<file path="config.mk">
export PLATFORM = sky130hd
export DESIGN_NAME = irq_vector_target_event
export DESIGN_NICKNAME = d
export VERILOG_FILES = /design/src/hw/irq_cmd_pkg.sv /design/src/hw/irq_vector_target_event.sv
export SDC_FILE = /design/constraint.sdc
export NUM_CORES = 2
export LEC_CHECK = 0
export BUFFER_PORTS_ARGS = -buffer_cell sky130_fd_sc_hd__buf_4
export CAP_MARGIN = 10
export CORE_MARGIN = 5
export CORE_UTILIZATION = 55
export CTS_CLUSTER_SIZE = 20
export DETAILED_ROUTE_END_ITERATION = 10
export MAX_ROUTING_LAYER = met4
export PLACE_DENSITY = 0.75
export SETUP_SLACK_MARGIN = 0.05
export SLEW_MARGIN = 10
export SYNTH_ARGS = -nofsm -noshare
export SYNTH_HDL_FRONTEND = slang
export SYNTH_SLANG_ARGS = --single-unit
</file>
<file path="constraint.sdc">
create_clock -name ref_clk_i -period 13.7 [get_ports ref_clk_i]
set_input_delay 0.685 -clock ref_clk_i [delete_from_list [all_inputs] [get_ports ref_clk_i]]
set_output_delay 0.685 -clock ref_clk_i [all_outputs]
set_load 0.01 [all_outputs]
</file>
<file path="src/hw/irq_cmd_pkg.sv">
// Constants for the vector, handler-return and target-event commands,
// and the serialiser that sends nine-byte reply frames to the host.
// Assumes one 10 MHz clock and a byte-wide link with valid/ready.
//
// Overview of operation
// - Opcode 37 stores value as handler address for type; replies 100.
// - Interrupt number 0 is the timer 0 interrupt.
// - Opcode 38 ends the active handler; direct use replies 100.
// - Handler return reloads accumulator, X, flags and program counter.
// - Opcodes 64 to 71 are user functions replying 100 and a user value.
// - Opcode 138 replies at once and again when the target is reached.
// - Value of opcode 138 is a motor mask; single motor uses bit 0.
// - Type 0 arms the next move only; type 1 arms every later move.
// - Immediate reply: addresses 01h and 02h, status 64h, command 8Ah.
// - Position-reached reply has the same layout with status 80h.
// - Enable or disable with number 255 switches interrupts globally.
// - Redefining a vector replaces the earlier handler address.

`default_nettype none

package irq_cmd_pkg;
  localparam int FRAME_LEN   = 9;
  localparam int SLOT_COUNT  = 16;
  localparam int IDX_W       = 4;
  localparam int WORD_W      = 32;
  localparam int FLAGS_W     = 8;

  localparam logic [7:0] OP_INT_ENABLE    = 8'h19;
  localparam logic [7:0] OP_INT_DISABLE   = 8'h1a;
  localparam logic [7:0] OP_DEFINE_VECTOR = 8'h25;
  localparam logic [7:0] OP_RETURN        = 8'h26;
  localparam logic [7:0] OP_USER_FIRST    = 8'h40;
  localparam logic [7:0] OP_USER_LAST     = 8'h47;
  localparam logic [7:0] OP_TARGET_EVENT  = 8'h8a;

  localparam logic [7:0] STATUS_OK        = 8'h64;
  localparam logic [7:0] STATUS_REACHED   = 8'h80;
  localparam logic [7:0] MODULE_ADDR      = 8'h01;
  localparam logic [7:0] HOST_ADDR        = 8'h02;
  localparam logic [7:0] IRQ_GLOBAL       = 8'hff;
  localparam logic [7:0] IRQ_TIMER0       = 8'h00;
  localparam logic [7:0] TYPE_NEXT_ONLY   = 8'h00;
  localparam logic [7:0] TYPE_EVERY       = 8'h01;

  localparam logic [3:0] LAST_BYTE        = 4'h8;

  typedef enum logic [1:0]
  {
    TX_IDLE = 2'b01,
    TX_SEND = 2'b10
  } tx_state_e;

  // Low byte of the sum of eight bytes, byte 0 in the low lane
  function automatic logic [7:0] sum8(input logic [63:0] v);
    logic [7:0] s;
    s = 8'h00;
    for (int i = 0; i < 8; i++)
    begin
      s = s + v[8*i +: 8];
    end
    return s;
  endfunction
endpackage

module reply_framer
  import irq_cmd_pkg::*;
(
  // Clock and reset
  input  wire logic                 ref_clk_i,
  input  wire logic                 resetn_i,
  // Reply request
  input  wire logic                 start_i,
  input  wire logic [7:0]           status_i,
  input  wire logic [7:0]           command_i,
  input  wire logic [WORD_W-1:0]    value_i,
  output logic                      busy_o,
  // Byte stream to the host
  output logic                      tx_valid_o,
  output logic [7:0]                tx_byte_o,
  input  wire logic                 tx_ready_i
);
  tx_state_e           state;
  logic [7:0]          status;
  logic [7:0]          command;
  logic [WORD_W-1:0]   value;
  logic [3:0]          index;
  wire  [7:0]          frame [FRAME_LEN];
  wire  [3:0]          next_index;

  // Fixed reply header and value layout
  assign frame[0] = MODULE_ADDR;
  assign frame[1] = HOST_ADDR;
  assign frame[2] = status;
  assign frame[3] = command;
  assign frame[4] = value[31:24];
  assign frame[5] = value[23:16];
  assign frame[6] = value[15:8];
  assign frame[7] = value[7:0];
  assign frame[8] = sum8({frame[7], frame[6], frame[5], frame[4],
                          frame[3], frame[2], frame[1], frame[0]});
  assign next_index = index + 4'h1;
  assign busy_o     = (state == TX_SEND);

  always_ff @(posedge ref_clk_i or negedge resetn_i)
  begin
    if (!resetn_i)
    begin
      state      <= TX_IDLE;
      status     <= 8'h00;
      command    <= 8'h00;
      value      <= 32'h0000_0000;
      index      <= 4'h0;
      tx_valid_o <= 1'b0;
      tx_byte_o  <= 8'h00;
    end
    else
    begin
      unique case (state)
        TX_IDLE:
        begin
          if (start_i)
          begin
            status     <= status_i;
            command    <= command_i;
            value      <= value_i;
            index      <= 4'h0;
            tx_valid_o <= 1'b1;
            tx_byte_o  <= MODULE_ADDR;
            state      <= TX_SEND;
          end
        end
        TX_SEND:
        begin
          if (tx_ready_i && index == LAST_BYTE)
          begin
            tx_valid_o <= 1'b0;
            state      <= TX_IDLE;
          end
          else if (tx_ready_i)
          begin
            index     <= next_index;
            tx_byte_o <= frame[next_index];
          end
        end
        default:
        begin
          state <= TX_IDLE;
        end
      endcase
    end
  end
endmodule // reply_framer

`default_nettype wire

</file>
<file path="src/hw/irq_vector_target_event.sv">
// Interrupt vectors, handler return, user-function opcodes and the
// target-reached event of the command interpreter.
// Assumes the rest of the interpreter feeds program instructions, the
// live context, interrupt source pulses and move start/reached status.

`default_nettype none

module irq_vector_target_event
  import irq_cmd_pkg::*;
(
  // Clock and reset
  input  wire logic                         ref_clk_i,
  input  wire logic                         resetn_i,
  // Host frames in
  input  wire logic                         rx_valid_i,
  input  wire logic [7:0]                   rx_byte_i,
  // Host replies out
  output logic                              tx_valid_o,
  output logic [7:0]                        tx_byte_o,
  input  wire logic                         tx_ready_i,
  output logic                              frame_error_o,
  // Stored-program instruction
  input  wire logic                         prog_valid_i,
  input  wire logic [7:0]                   prog_op_i,
  input  wire logic [7:0]                   prog_type_i,
  input  wire logic [irq_cmd_pkg::WORD_W-1:0] prog_value_i,
  input  wire logic                         prog_running_i,
  // Live context
  input  wire logic [irq_cmd_pkg::WORD_W-1:0] acc_i,
  input  wire logic [irq_cmd_pkg::WORD_W-1:0] x_i,
  input  wire logic [irq_cmd_pkg::FLAGS_W-1:0] flags_i,
  input  wire logic [irq_cmd_pkg::WORD_W-1:0] pc_i,
  // Context restore and vector jump
  output logic                              ctx_load_o,
  output logic [irq_cmd_pkg::WORD_W-1:0]    acc_o,
  output logic [irq_cmd_pkg::WORD_W-1:0]    x_o,
  output logic [irq_cmd_pkg::FLAGS_W-1:0]   flags_o,
  output logic [irq_cmd_pkg::WORD_W-1:0]    pc_o,
  output logic                              vector_jump_o,
  output logic [irq_cmd_pkg::WORD_W-1:0]    vector_pc_o,
  output logic                              in_handler_o,
  // Interrupt sources
  input  wire logic [irq_cmd_pkg::SLOT_COUNT-1:0] irq_src_i,
  // Motion
  input  wire logic                         move_start_i,
  input  wire logic                         pos_reached_i,
  // User functions
  output logic                              uf_strobe_o,
  output logic [7:0]                        uf_op_o,
  output logic [7:0]                        uf_type_o,
  output logic [7:0]                        uf_bank_o,
  output logic [irq_cmd_pkg::WORD_W-1:0]    uf_value_o,
  input  wire logic [irq_cmd_pkg::WORD_W-1:0] uf_result_i
);
  import irq_cmd_pkg::*;

  function automatic logic [IDX_W-1:0] lowest(
    input logic [SLOT_COUNT-1:0] v);
    logic [IDX_W-1:0] r;
    r = '0;
    for (int i = SLOT_COUNT - 1; i >= 0; i--)
    begin
      if (v[i])
      begin
        r = IDX_W'(i);
      end
    end
    return r;
  endfunction

  // Receive side
  logic [7:0]          rx_buf [8];
  logic [3:0]          rx_count;
  wire  [63:0]         rx_flat;
  logic                host_pend;
  logic [7:0]          host_op;
  logic [7:0]          host_type;
  logic [WORD_W-1:0]   host_value;

  genvar g;
  generate
    for (g = 0; g < 8; g++)
    begin : g_flat
      assign rx_flat[8*g +: 8] = rx_buf[g];
    end
  endgenerate

  wire rx_last  = rx_valid_i && rx_count == LAST_BYTE;
  // Checksum check on the ninth byte
  wire sum_ok   = rx_byte_i == sum8(rx_flat);
  // Byte order of a command frame
  wire frame_ok = rx_last && sum_ok && rx_buf[0] == MODULE_ADDR;

  always_ff @(posedge ref_clk_i or negedge resetn_i)
  begin
    if (!resetn_i)
    begin
      rx_count      <= 4'h0;
      frame_error_o <= 1'b0;
      for (int i = 0; i < 8; i++)
      begin
        rx_buf[i] <= 8'h00;
      end
    end
    else
    begin
      frame_error_o <= rx_last && !sum_ok;
      if (rx_last)
      begin
        rx_count <= 4'h0;
      end
      else if (rx_valid_i)
      begin
        rx_buf[rx_count[2:0]] <= rx_byte_i;
        rx_count              <= rx_count + 4'h1;
      end
    end
  end

  // Execution select: a program step goes first, a host frame waits
  wire               exec_host = host_pend && !prog_valid_i;
  wire               exec_go   = exec_host || prog_valid_i;
  wire [7:0]         ex_op     = exec_host ? host_op : prog_op_i;
  wire [7:0]         ex_type   = exec_host ? host_type : prog_type_i;
  wire [WORD_W-1:0]  ex_value  = exec_host ? host_value : prog_value_i;
  wire               is_define = exec_go && ex_op == OP_DEFINE_VECTOR;
  wire               is_return = exec_go && ex_op == OP_RETURN;
  wire               is_int_on = exec_go && ex_op == OP_INT_ENABLE;
  wire               is_int_off = exec_go && ex_op == OP_INT_DISABLE;
  wire               is_uf     = exec_host && ex_op >= OP_USER_FIRST
                                 && ex_op <= OP_USER_LAST;
  wire               is_evt    = exec_host && ex_op == OP_TARGET_EVENT;
  wire               ok_reply  = exec_host && (ex_op == OP_DEFINE_VECTOR
                                 || ex_op == OP_RETURN
                                 || ex_op == OP_INT_ENABLE
                                 || ex_op == OP_INT_DISABLE);
  wire               type_in   = ex_type < 8'(SLOT_COUNT);
  wire [IDX_W-1:0]   type_idx  = ex_type[IDX_W-1:0];

  // Interrupt state
  logic [WORD_W-1:0]     vector [SLOT_COUNT];
  logic [SLOT_COUNT-1:0] vec_def;
  logic [SLOT_COUNT-1:0] irq_en;
  logic [SLOT_COUNT-1:0] irq_pend;
  logic                  global_en;
  wire  [SLOT_COUNT-1:0] ready_set = irq_pend & irq_en & vec_def;
  wire  [IDX_W-1:0]      take_idx  = lowest(ready_set);
  // Taken only between instructions, never nested
  wire take = prog_running_i && global_en && !in_handler_o
              && |ready_set && !prog_valid_i;
  wire [SLOT_COUNT-1:0] take_mask = take ?
       (SLOT_COUNT'(1) << take_idx) : '0;

  always_ff @(posedge ref_clk_i or negedge resetn_i)
  begin
    if (!resetn_i)
    begin
      vec_def   <= '0;
      irq_en    <= '0;
      global_en <= 1'b0;
      for (int i = 0; i < SLOT_COUNT; i++)
      begin
        vector[i] <= '0;
      end
    end
    else
    begin
      // Store or replace a handler address
      if (is_define && type_in)
      begin
        vector[type_idx]  <= ex_value;
        vec_def[type_idx] <= 1'b1;
      end
      if (is_int_on && ex_type == IRQ_GLOBAL)
        global_en <= 1'b1;
      else if (is_int_on && type_in)
        irq_en[type_idx] <= 1'b1;
      if (is_int_off && ex_type == IRQ_GLOBAL)
        global_en <= 1'b0;
      else if (is_int_off && type_in)
        irq_en[type_idx] <= 1'b0;
    end
  end

  // Saved context and handler entry/exit
  logic [WORD_W-1:0]  save_acc;
  logic [WORD_W-1:0]  save_x;
  logic [FLAGS_W-1:0] save_flags;
  logic [WORD_W-1:0]  save_pc;

  always_ff @(posedge ref_clk_i or negedge resetn_i)
  begin
    if (!resetn_i)
    begin
      irq_pend      <= '0;
      in_handler_o  <= 1'b0;
      vector_jump_o <= 1'b0;
      vector_pc_o   <= '0;
      ctx_load_o    <= 1'b0;
      acc_o         <= '0;
      x_o           <= '0;
      flags_o       <= '0;
      pc_o          <= '0;
      save_acc      <= '0;
      save_x        <= '0;
      save_flags    <= '0;
      save_pc       <= '0;
    end
    else
    begin
      // New source pulse wins over the clear of a taken request
      irq_pend      <= (irq_pend & ~take_mask) | irq_src_i;
      vector_jump_o <= take;
      ctx_load_o    <= is_return && in_handler_o;
      // Save context, then jump to the vector
      if (take)
      begin
        save_acc     <= acc_i;
        save_x       <= x_i;
        save_flags   <= flags_i;
        save_pc      <= pc_i;
        vector_pc_o  <= vector[take_idx];
        in_handler_o <= 1'b1;
      end
      // Leave the handler with context restored
      else if (is_return && in_handler_o)
      begin
        acc_o        <= save_acc;
        x_o          <= save_x;
        flags_o      <= save_flags;
        pc_o         <= save_pc;
        in_handler_o <= 1'b0;
      end
    end
  end

  // Target-reached arming and reply scheduling
  logic               arm_once;
  logic               arm_every;
  logic [7:0]         motor_mask;
  logic               tracking;
  logic               reached_prev;
  logic               uf_wait;
  logic               imm_pend;
  logic [7:0]         imm_cmd;
  logic [WORD_W-1:0]  imm_value;
  logic               evt_pend;
  wire                framer_busy;
  wire                send_imm = !framer_busy && imm_pend;
  wire                send_evt = !framer_busy && !imm_pend && evt_pend;
  wire                arm_hit  = move_start_i && motor_mask[0]
                                 && (arm_once || arm_every);
  wire                reached  = tracking && pos_reached_i
                                 && !reached_prev;

  always_ff @(posedge ref_clk_i or negedge resetn_i)
  begin
    if (!resetn_i)
    begin
      host_pend    <= 1'b0;
      host_op      <= 8'h00;
      host_type    <= 8'h00;
      host_value   <= '0;
      arm_once     <= 1'b0;
      arm_every    <= 1'b0;
      motor_mask   <= 8'h00;
      tracking     <= 1'b0;
      reached_prev <= 1'b0;
      uf_wait      <= 1'b0;
      uf_strobe_o  <= 1'b0;
      uf_op_o      <= 8'h00;
      uf_type_o    <= 8'h00;
      uf_bank_o    <= 8'h00;
      uf_value_o   <= '0;
      imm_pend     <= 1'b0;
      imm_cmd      <= 8'h00;
      imm_value    <= '0;
      evt_pend     <= 1'b0;
    end
    else
    begin
      if (frame_ok)
      begin
        host_pend  <= 1'b1;
        host_op    <= rx_buf[1];
        host_type  <= rx_buf[2];
        host_value <= {rx_buf[4], rx_buf[5], rx_buf[6], rx_buf[7]};
      end
      else if (exec_host)
      begin
        host_pend <= 1'b0;
      end
      reached_prev <= pos_reached_i;
      // User opcodes go out, reply follows with the result
      uf_strobe_o  <= is_uf;
      uf_wait      <= is_uf;
      if (is_uf)
      begin
        uf_op_o    <= ex_op;
        uf_type_o  <= ex_type;
        uf_bank_o  <= rx_buf[3];
        uf_value_o <= ex_value;
      end
      // Only host frames arm the event
      if (is_evt)
      begin
        motor_mask <= ex_value[7:0];
        arm_once   <= ex_type == TYPE_NEXT_ONLY;
        arm_every  <= ex_type == TYPE_EVERY;
      end
      else if (arm_hit)
      begin
        arm_once <= 1'b0;
      end
      if (arm_hit)
        tracking <= 1'b1;
      else if (reached)
        tracking <= 1'b0;
      if (ok_reply || is_evt || uf_wait)
      begin
        imm_pend  <= 1'b1;
        imm_cmd   <= uf_wait ? uf_op_o : ex_op;
        imm_value <= uf_wait ? uf_result_i :
                     is_evt ? {24'h000000, ex_value[7:0]} : '0;
      end
      else if (send_imm)
      begin
        imm_pend <= 1'b0;
      end
      // Second reply when the armed move arrives
      if (reached)
        evt_pend <= 1'b1;
      else if (send_evt)
        evt_pend <= 1'b0;
    end
  end

  reply_framer u_framer
  (
    .ref_clk_i  (ref_clk_i),
    .resetn_i   (resetn_i),
    .start_i    (send_imm || send_evt),
    .status_i   (send_imm ? STATUS_OK : STATUS_REACHED),
    .command_i  (send_imm ? imm_cmd : OP_TARGET_EVENT),
    .value_i    (send_imm ? imm_value : {24'h000000, motor_mask}),
    .busy_o     (framer_busy),
    .tx_valid_o (tx_valid_o),
    .tx_byte_o  (tx_byte_o),
    .tx_ready_i (tx_ready_i)
  );
endmodule // irq_vector_target_event

`default_nettype wire

</file>
Word level (Yosys, flattened, before mapping) --
Cells that the tools add are included. W data, S select, Z words.
Storage, ports and cells: input bits 216, output and inout bits 206, register bits after elaboration 1096, logic and storage cells 265
Operators by class: multiplexer cells 74, $lt $le $gt $ge 11, add/subtract/negate cells 15, equal/unequal tests 17, reduce and logical (&&, ||, !) cells 65, bitwise operators 15, shifts and indexed selects 1
Operators by type and width (count):
- $bwmux W512 | 1
- $mux W32 | 6
- $bmux W32 S4 | 1
- $demux W32 S4 | 1
- $add A8 B8 Y8 | 12
- $mux W8 | 12
- $mux W4 | 21
- $mux W16 | 5
- $and A16 B16 Y16 | 4
- $bwmux W64 | 1
- $or A16 B16 Y16 | 3
- $logic_and A1 B1 Y1 | 34
- $bmux W8 S4 | 1
- $not A16 Y16 | 2
- $demux W8 S3 | 1
- $reduce_bool A2 Y1 | 9
- $mux W1 | 17
- $eq A8 B1 Y1 const B | 2
- $eq A8 B5 Y1 const B | 2
- $eq A8 B6 Y1 const B | 2
- $eq A8 B8 Y1 const B | 2
- $pmux W8 S2 | 1
- $reduce_or A16 Y1 | 1
- $shl A1 B4 Y16 const A | 1
- other kinds (31) | 56

Logic depth before layout (Yosys ltp) --
depth in word-level cells 23, depth in mapped cells 22, mapped depth without buffers 19

Modules after synthesis --
From an unflattened synthesis, not the netlist that was laid out.
Unflattened totals: cell total of the unflattened synthesis 4803, area total of the unflattened synthesis 49735.2 um2
Modules (own cells, without submodules):
- irq_vector_target_event | times used 1, cells an instance 4453, sequential area each 25849.8 um2, area each 45710.1 um2
- reply_framer | times used 1, cells an instance 350, sequential area each 1577.8 um2, area each 4025.1 um2

Least setup slack after synthesis --
No wires, ideal clock.
path type reg-to-reg, start point register rx_buf[26] (netlist bit), end point register host_op[0], setup time 125 ps, setup slack 9071 ps, cell stages (with the launch flop) 19, path buffers 3, arrival time 4504 ps, clock period less this slack 4629 ps, data required time 13575 ps, cell sequence dfrtp_1 fa_1 inv_1 fa_1 fa_1 fa_1 inv_1 ha_1 inv_1 fa_1 xnor2_1 nor4_1 nand3_1 nor3_2 and3_1 buf_6 buf_12 buf_12 mux2_4
Between the ends: word-level cells in the longest chain between the ends 7
Ends and longest elaborated chain:
- start, declared | RTL line irq_vector_target_event.sv:72 | logic [7:0] rx_buf [8];
- start signal, assigned by index | RTL line irq_vector_target_event.sv:114 | rx_buf[rx_count[2:0]] <= rx_byte_i;
- $add A8 B8 Y8 (4 in a row) | RTL line irq_cmd_pkg.sv:59 | s = s + v[8*i +: 8];
- $eq A8 B8 Y1 | RTL line irq_vector_target_event.sv:90 | wire sum_ok = rx_byte_i == sum8(rx_flat);
- $logic_and A1 B1 Y1 (2 in a row) | RTL line irq_vector_target_event.sv:92 | wire frame_ok = rx_last && sum_ok && rx_buf[0] == MODULE_ADDR;
- end signal, assigned | RTL line irq_vector_target_event.sv:285 | host_op <= rx_buf[1];
- end, declared | RTL line irq_vector_target_event.sv:76 | logic [7:0] host_op;
No other way between the ends. A chain may end at the register's enable or synchronous reset.

Worst setup path after layout --
start point register rx_buf[26] (netlist bit), end point register host_value[29]
Between the ends: word-level cells in the longest chain between the ends 7
Ends and longest elaborated chain:
- $add A8 B8 Y8 (4 in a row) | RTL line irq_cmd_pkg.sv:59
- $eq A8 B8 Y1 | RTL line irq_vector_target_event.sv:90
- $logic_and A1 B1 Y1 (2 in a row) | RTL line irq_vector_target_event.sv:92
- end signal, assigned | RTL line irq_vector_target_event.sv:287 | host_value <= {rx_buf[4], rx_buf[5], rx_buf[6], rx_buf[7]};
- end, declared | RTL line irq_vector_target_event.sv:78 | logic [WORD_W-1:0] host_value;
No other way between the ends.

==> impl_metrics.csv <==
group,metric,value,unit
route,postRouteAntennaNets,0,
clock_tree,clk_pin_slew,60,ps
route,dr.pass1.iters,6,
sta,post-route-period-util,0.411,
global_routing,grt_overflow,0,
finish,fin_cells,6176,
sta,slew_viol_final,0,
yosys,yosys_warnings,0,
worst_setup_path,rr_worst_depth,16,
power_and_ir_drop,vdd_drop_max,0.701,mV
yosys,yosys.area_share.simple,0.142,
yosys,seq_area_frac_synth,0.569,
finish,area_growth,16.1,%
yosys,synth_fa_ha_area_frac,0.0322,
yosys,yosysUniqueCellTypes,72,
sta,hold_viol,0,
clock_tree,cts_buffers,111,
sta,fin_skew,51.7,ps
yosys,synthesis.area,47900,µm²
floorplan,io_pins,422,
global_routing,grt_max_degree,168,
yosys,synth_top_family_by_area,"simple AND/OR/NAND/NOR gates",
global_routing,grt_pass1_wl,209,mm
finish,final_nets,5230,
worst_setup_path,critPathLaunchType,"register",
flow_run,drv_cap,0,
finish,drive_above_1_share,0.206,
finish,fin_util,0.642,
yosys,yosysTopAreaCell,"dfrtp_1",
route,via_per_inst,5.77,
power_and_ir_drop,internal_power,6.61,mW
worst_hold_path,min_delay_path_depth,1,
sta,min_period,5630,ps
sta,slew_headroom,0.205,
sta,setup_tns,0,ps
power_and_ir_drop,p_switching,2.90,mW
power_and_ir_drop,power_frac_seq,0.364,
worst_setup_path,critPathMaxFanout,31,
floorplan,fp.dieH,305,µm
yosys,synth_ff_type,"dfrtp_1",
place,io_buffer_count,421,
global_routing,antenna_found_initial,3,
floorplan,std_cell_rows,108,
route,drc_errors,0,
finish,n_fill_cell,6770,
route,routed-via-count,35600,
floorplan,start_util,0.553,
yosys,synth_edf_count,0,
worst_setup_path,arrival,6190,ps
clock_tree,tritoncts,"done",
finish,final_cell_mix,"1098 x nand2_1, 1088 x dfrtp_1, 496 x buf_4",
yosys,synthArstFlopShare,1.00,
yosys,synth_compound_area_frac,0.109,
yosys,ys_seq_elements,1090,
power_and_ir_drop,pwr-share-comb,0.304,
worst_hold_path,hp-class,"input port to register",
route,drt_wl_total,135,mm
worst_setup_path,cp.required,14260,ps
worst_setup_path,endpoint_kind,"register",
yosys,synth_mux_area_frac,0.0963,
power_and_ir_drop,p_leak,27.0,nW
yosys,synth_top_cell_area_share,0.569,
clock_tree,clock_latency,700,ps
yosys,synth_nets,4944,
yosys,syn_avg_cell_area,10.3,µm²
place,hpwl,84.2,mm
place,finalWeightedCongestion,0.894,
yosys,yosys-top-cells-area,"dfrtp_1 57%, nand2_1 8.7%, mux2_2 5.2%, a21oi_1 2.9%, o21ai_1 2.7%",
power_and_ir_drop,p_sw_frac,0.305,
sta,tightest_slew,1170,ps
route,drt_iter0_drc,3210,
sta,grt_setup_unrepaired,"no",
clock_tree,cts-root-buf,"clkbuf_16",
clock_tree,cts_setup_buffers,0,
sta,setup_viol,0,
place,dp_cells,5969,
run_status,status,"completed",
clock_tree,cts.sinks,1090,
yosys,synthXorXnorAreaFrac,0.00802,
power_and_ir_drop,clkPwrFrac,0.332,
global_routing,grt_use_total,0.294,
power_and_ir_drop,powerDensity,171,nW/µm²
floorplan,die_area,93100,µm²
yosys,synthCells,4642,
clock_tree,clock_path_buffers,3,
sta,max_freq,0.178,GHz
clock_tree,ctsHtreeMaxLevel,3,
worst_setup_path,critPathKind,"register to register",
floorplan,core,86600,µm²
floorplan,die_x,305,µm
global_routing,grt_pass1_vias,35300,
route,wire_per_inst,21.8,µm
finish,layout_commonest_cell,"nand2_1",
-- cell type report --
type	instances	area (µm²)	share of cell area
Multi-Input combinational cell	3107	18800	0.338
Sequential cell	1090	27300	0.490
Antenna cell	3	7.51	0.000135
Clock inverter	45	616	0.0111
Timing Repair Buffer	501	3810	0.0685
Inverter	117	440	0.00792
Clock buffer	158	3240	0.0582
Tap cell	1155	1450	0.0260
-- flip-flops by register name, summed over array words and instances, names as in the netlist, 16 cells and up --
name,cells
vector,512
vec_def,16
rx_buf,64
irq_en,16
imm_value,32
host_value,32
pc_o,32
u_framer.value,32
save_x,32
save_pc,32
acc_o,32
vector_pc_o,32
uf_value_o,32
save_acc,32
x_o,32
irq_pend,16
-- cell usage after synthesis (22+ instances only) --
cell type,number
a21o_1,24
inv_1,116
mux2i_1,93
xnor2_1,33
nor2_1,266
dfrtp_1,1089
buf_2,152
a21oi_1,275
nand3_1,172
mux4_2,44
mux2_2,222
ha_1,24
a31oi_1,44
a22o_1,22
clkbuf_1,125
fa_1,62
buf_4,28
o21ai_1,260
nand2_1,1110
o21ai_0,224
-- worst max-delay path, stage by stage (launching register included) --
cell and delay (ps):
dfrtp_1 420, fa_1 550, inv_1 60, fa_1 560, fa_1 430, fa_1 440
inv_1 70, ha_1 180, inv_1 70, fa_1 490, xnor2_1 140, nor4_1 330
nand3_1 140, nor3_2 140, and3_2 540, buf_4 530, mux2_2 400
-- through the flow --
| step | hold WS, ps | setup WS (ps) | instance area (µm²) | power [mW] |
|---|---|---|---|---|
| final | 148 | 8070 | 55600 | 9.51 |
| after global routing | 126 | 7820 | 55600 | 10.0 |
| after CTS | 118 | 8080 | 55600 | 9.56 |
| after detailed placement | 446 | 8090 | 51700 | 6.37 |
| after global placement | 440 | 8160 | 51700 | 6.29 |
| after floorplan | 389 | 9070 | 47900 | 5.77 |
-- power by group through the flow --
stage                     combinational (mW)  clock (mW)  sequential, mW
after CTS                               2.90        3.20            3.46
final                                   2.89        3.15            3.46
after detailed placement                2.85           0            3.52
after floorplan                         2.29           0            3.48
after global placement                  2.78           0            3.51
after global routing                    3.22        3.34            3.48
-- routing by layer --
layer	up-vias	GRT usage	wire, µm
li1	16200	-	-
met1	17800	0.400	56100
met2	1357	0.459	63900
met3	259	0.0523	10700
met4	0	0.0908	4120
met5	-	-	0
-- what timing repair did --
action                     CTS  global route
resized for setup            0             0
hold buffers                 1             0
hold endpoints to repair    18             0
setup endpoints to repair    0             0
-- cell families after synthesis --
logic type | count (synthesis)
DFF | 1090
and+or+nand+nor | 1665
muxes | 373
adders and majority gates | 86
xor gates and xnor gates | 43
AOI/OAI and AO/OA | 940
buffers and inverters | 445
-- path summary, 6_finish.rpt --
path	startpoint	end	slack (ps)
setup / recovery	rx_buf[26]	host_value[29]	8070
hold / removal	pos_reached_i	reached_prev	150
setup reg to reg	rx_buf[26]	host_value[29]	8070
hold reg to reg	vec_def[12]	vec_def[12]	460
max in group asynchronous	resetn_i	vector[176]	10020
min in group asynchronous	resetn_i	u_framer.tx_byte_o[6]	590
No activity file was read; power rests on OpenSTA's default activity.
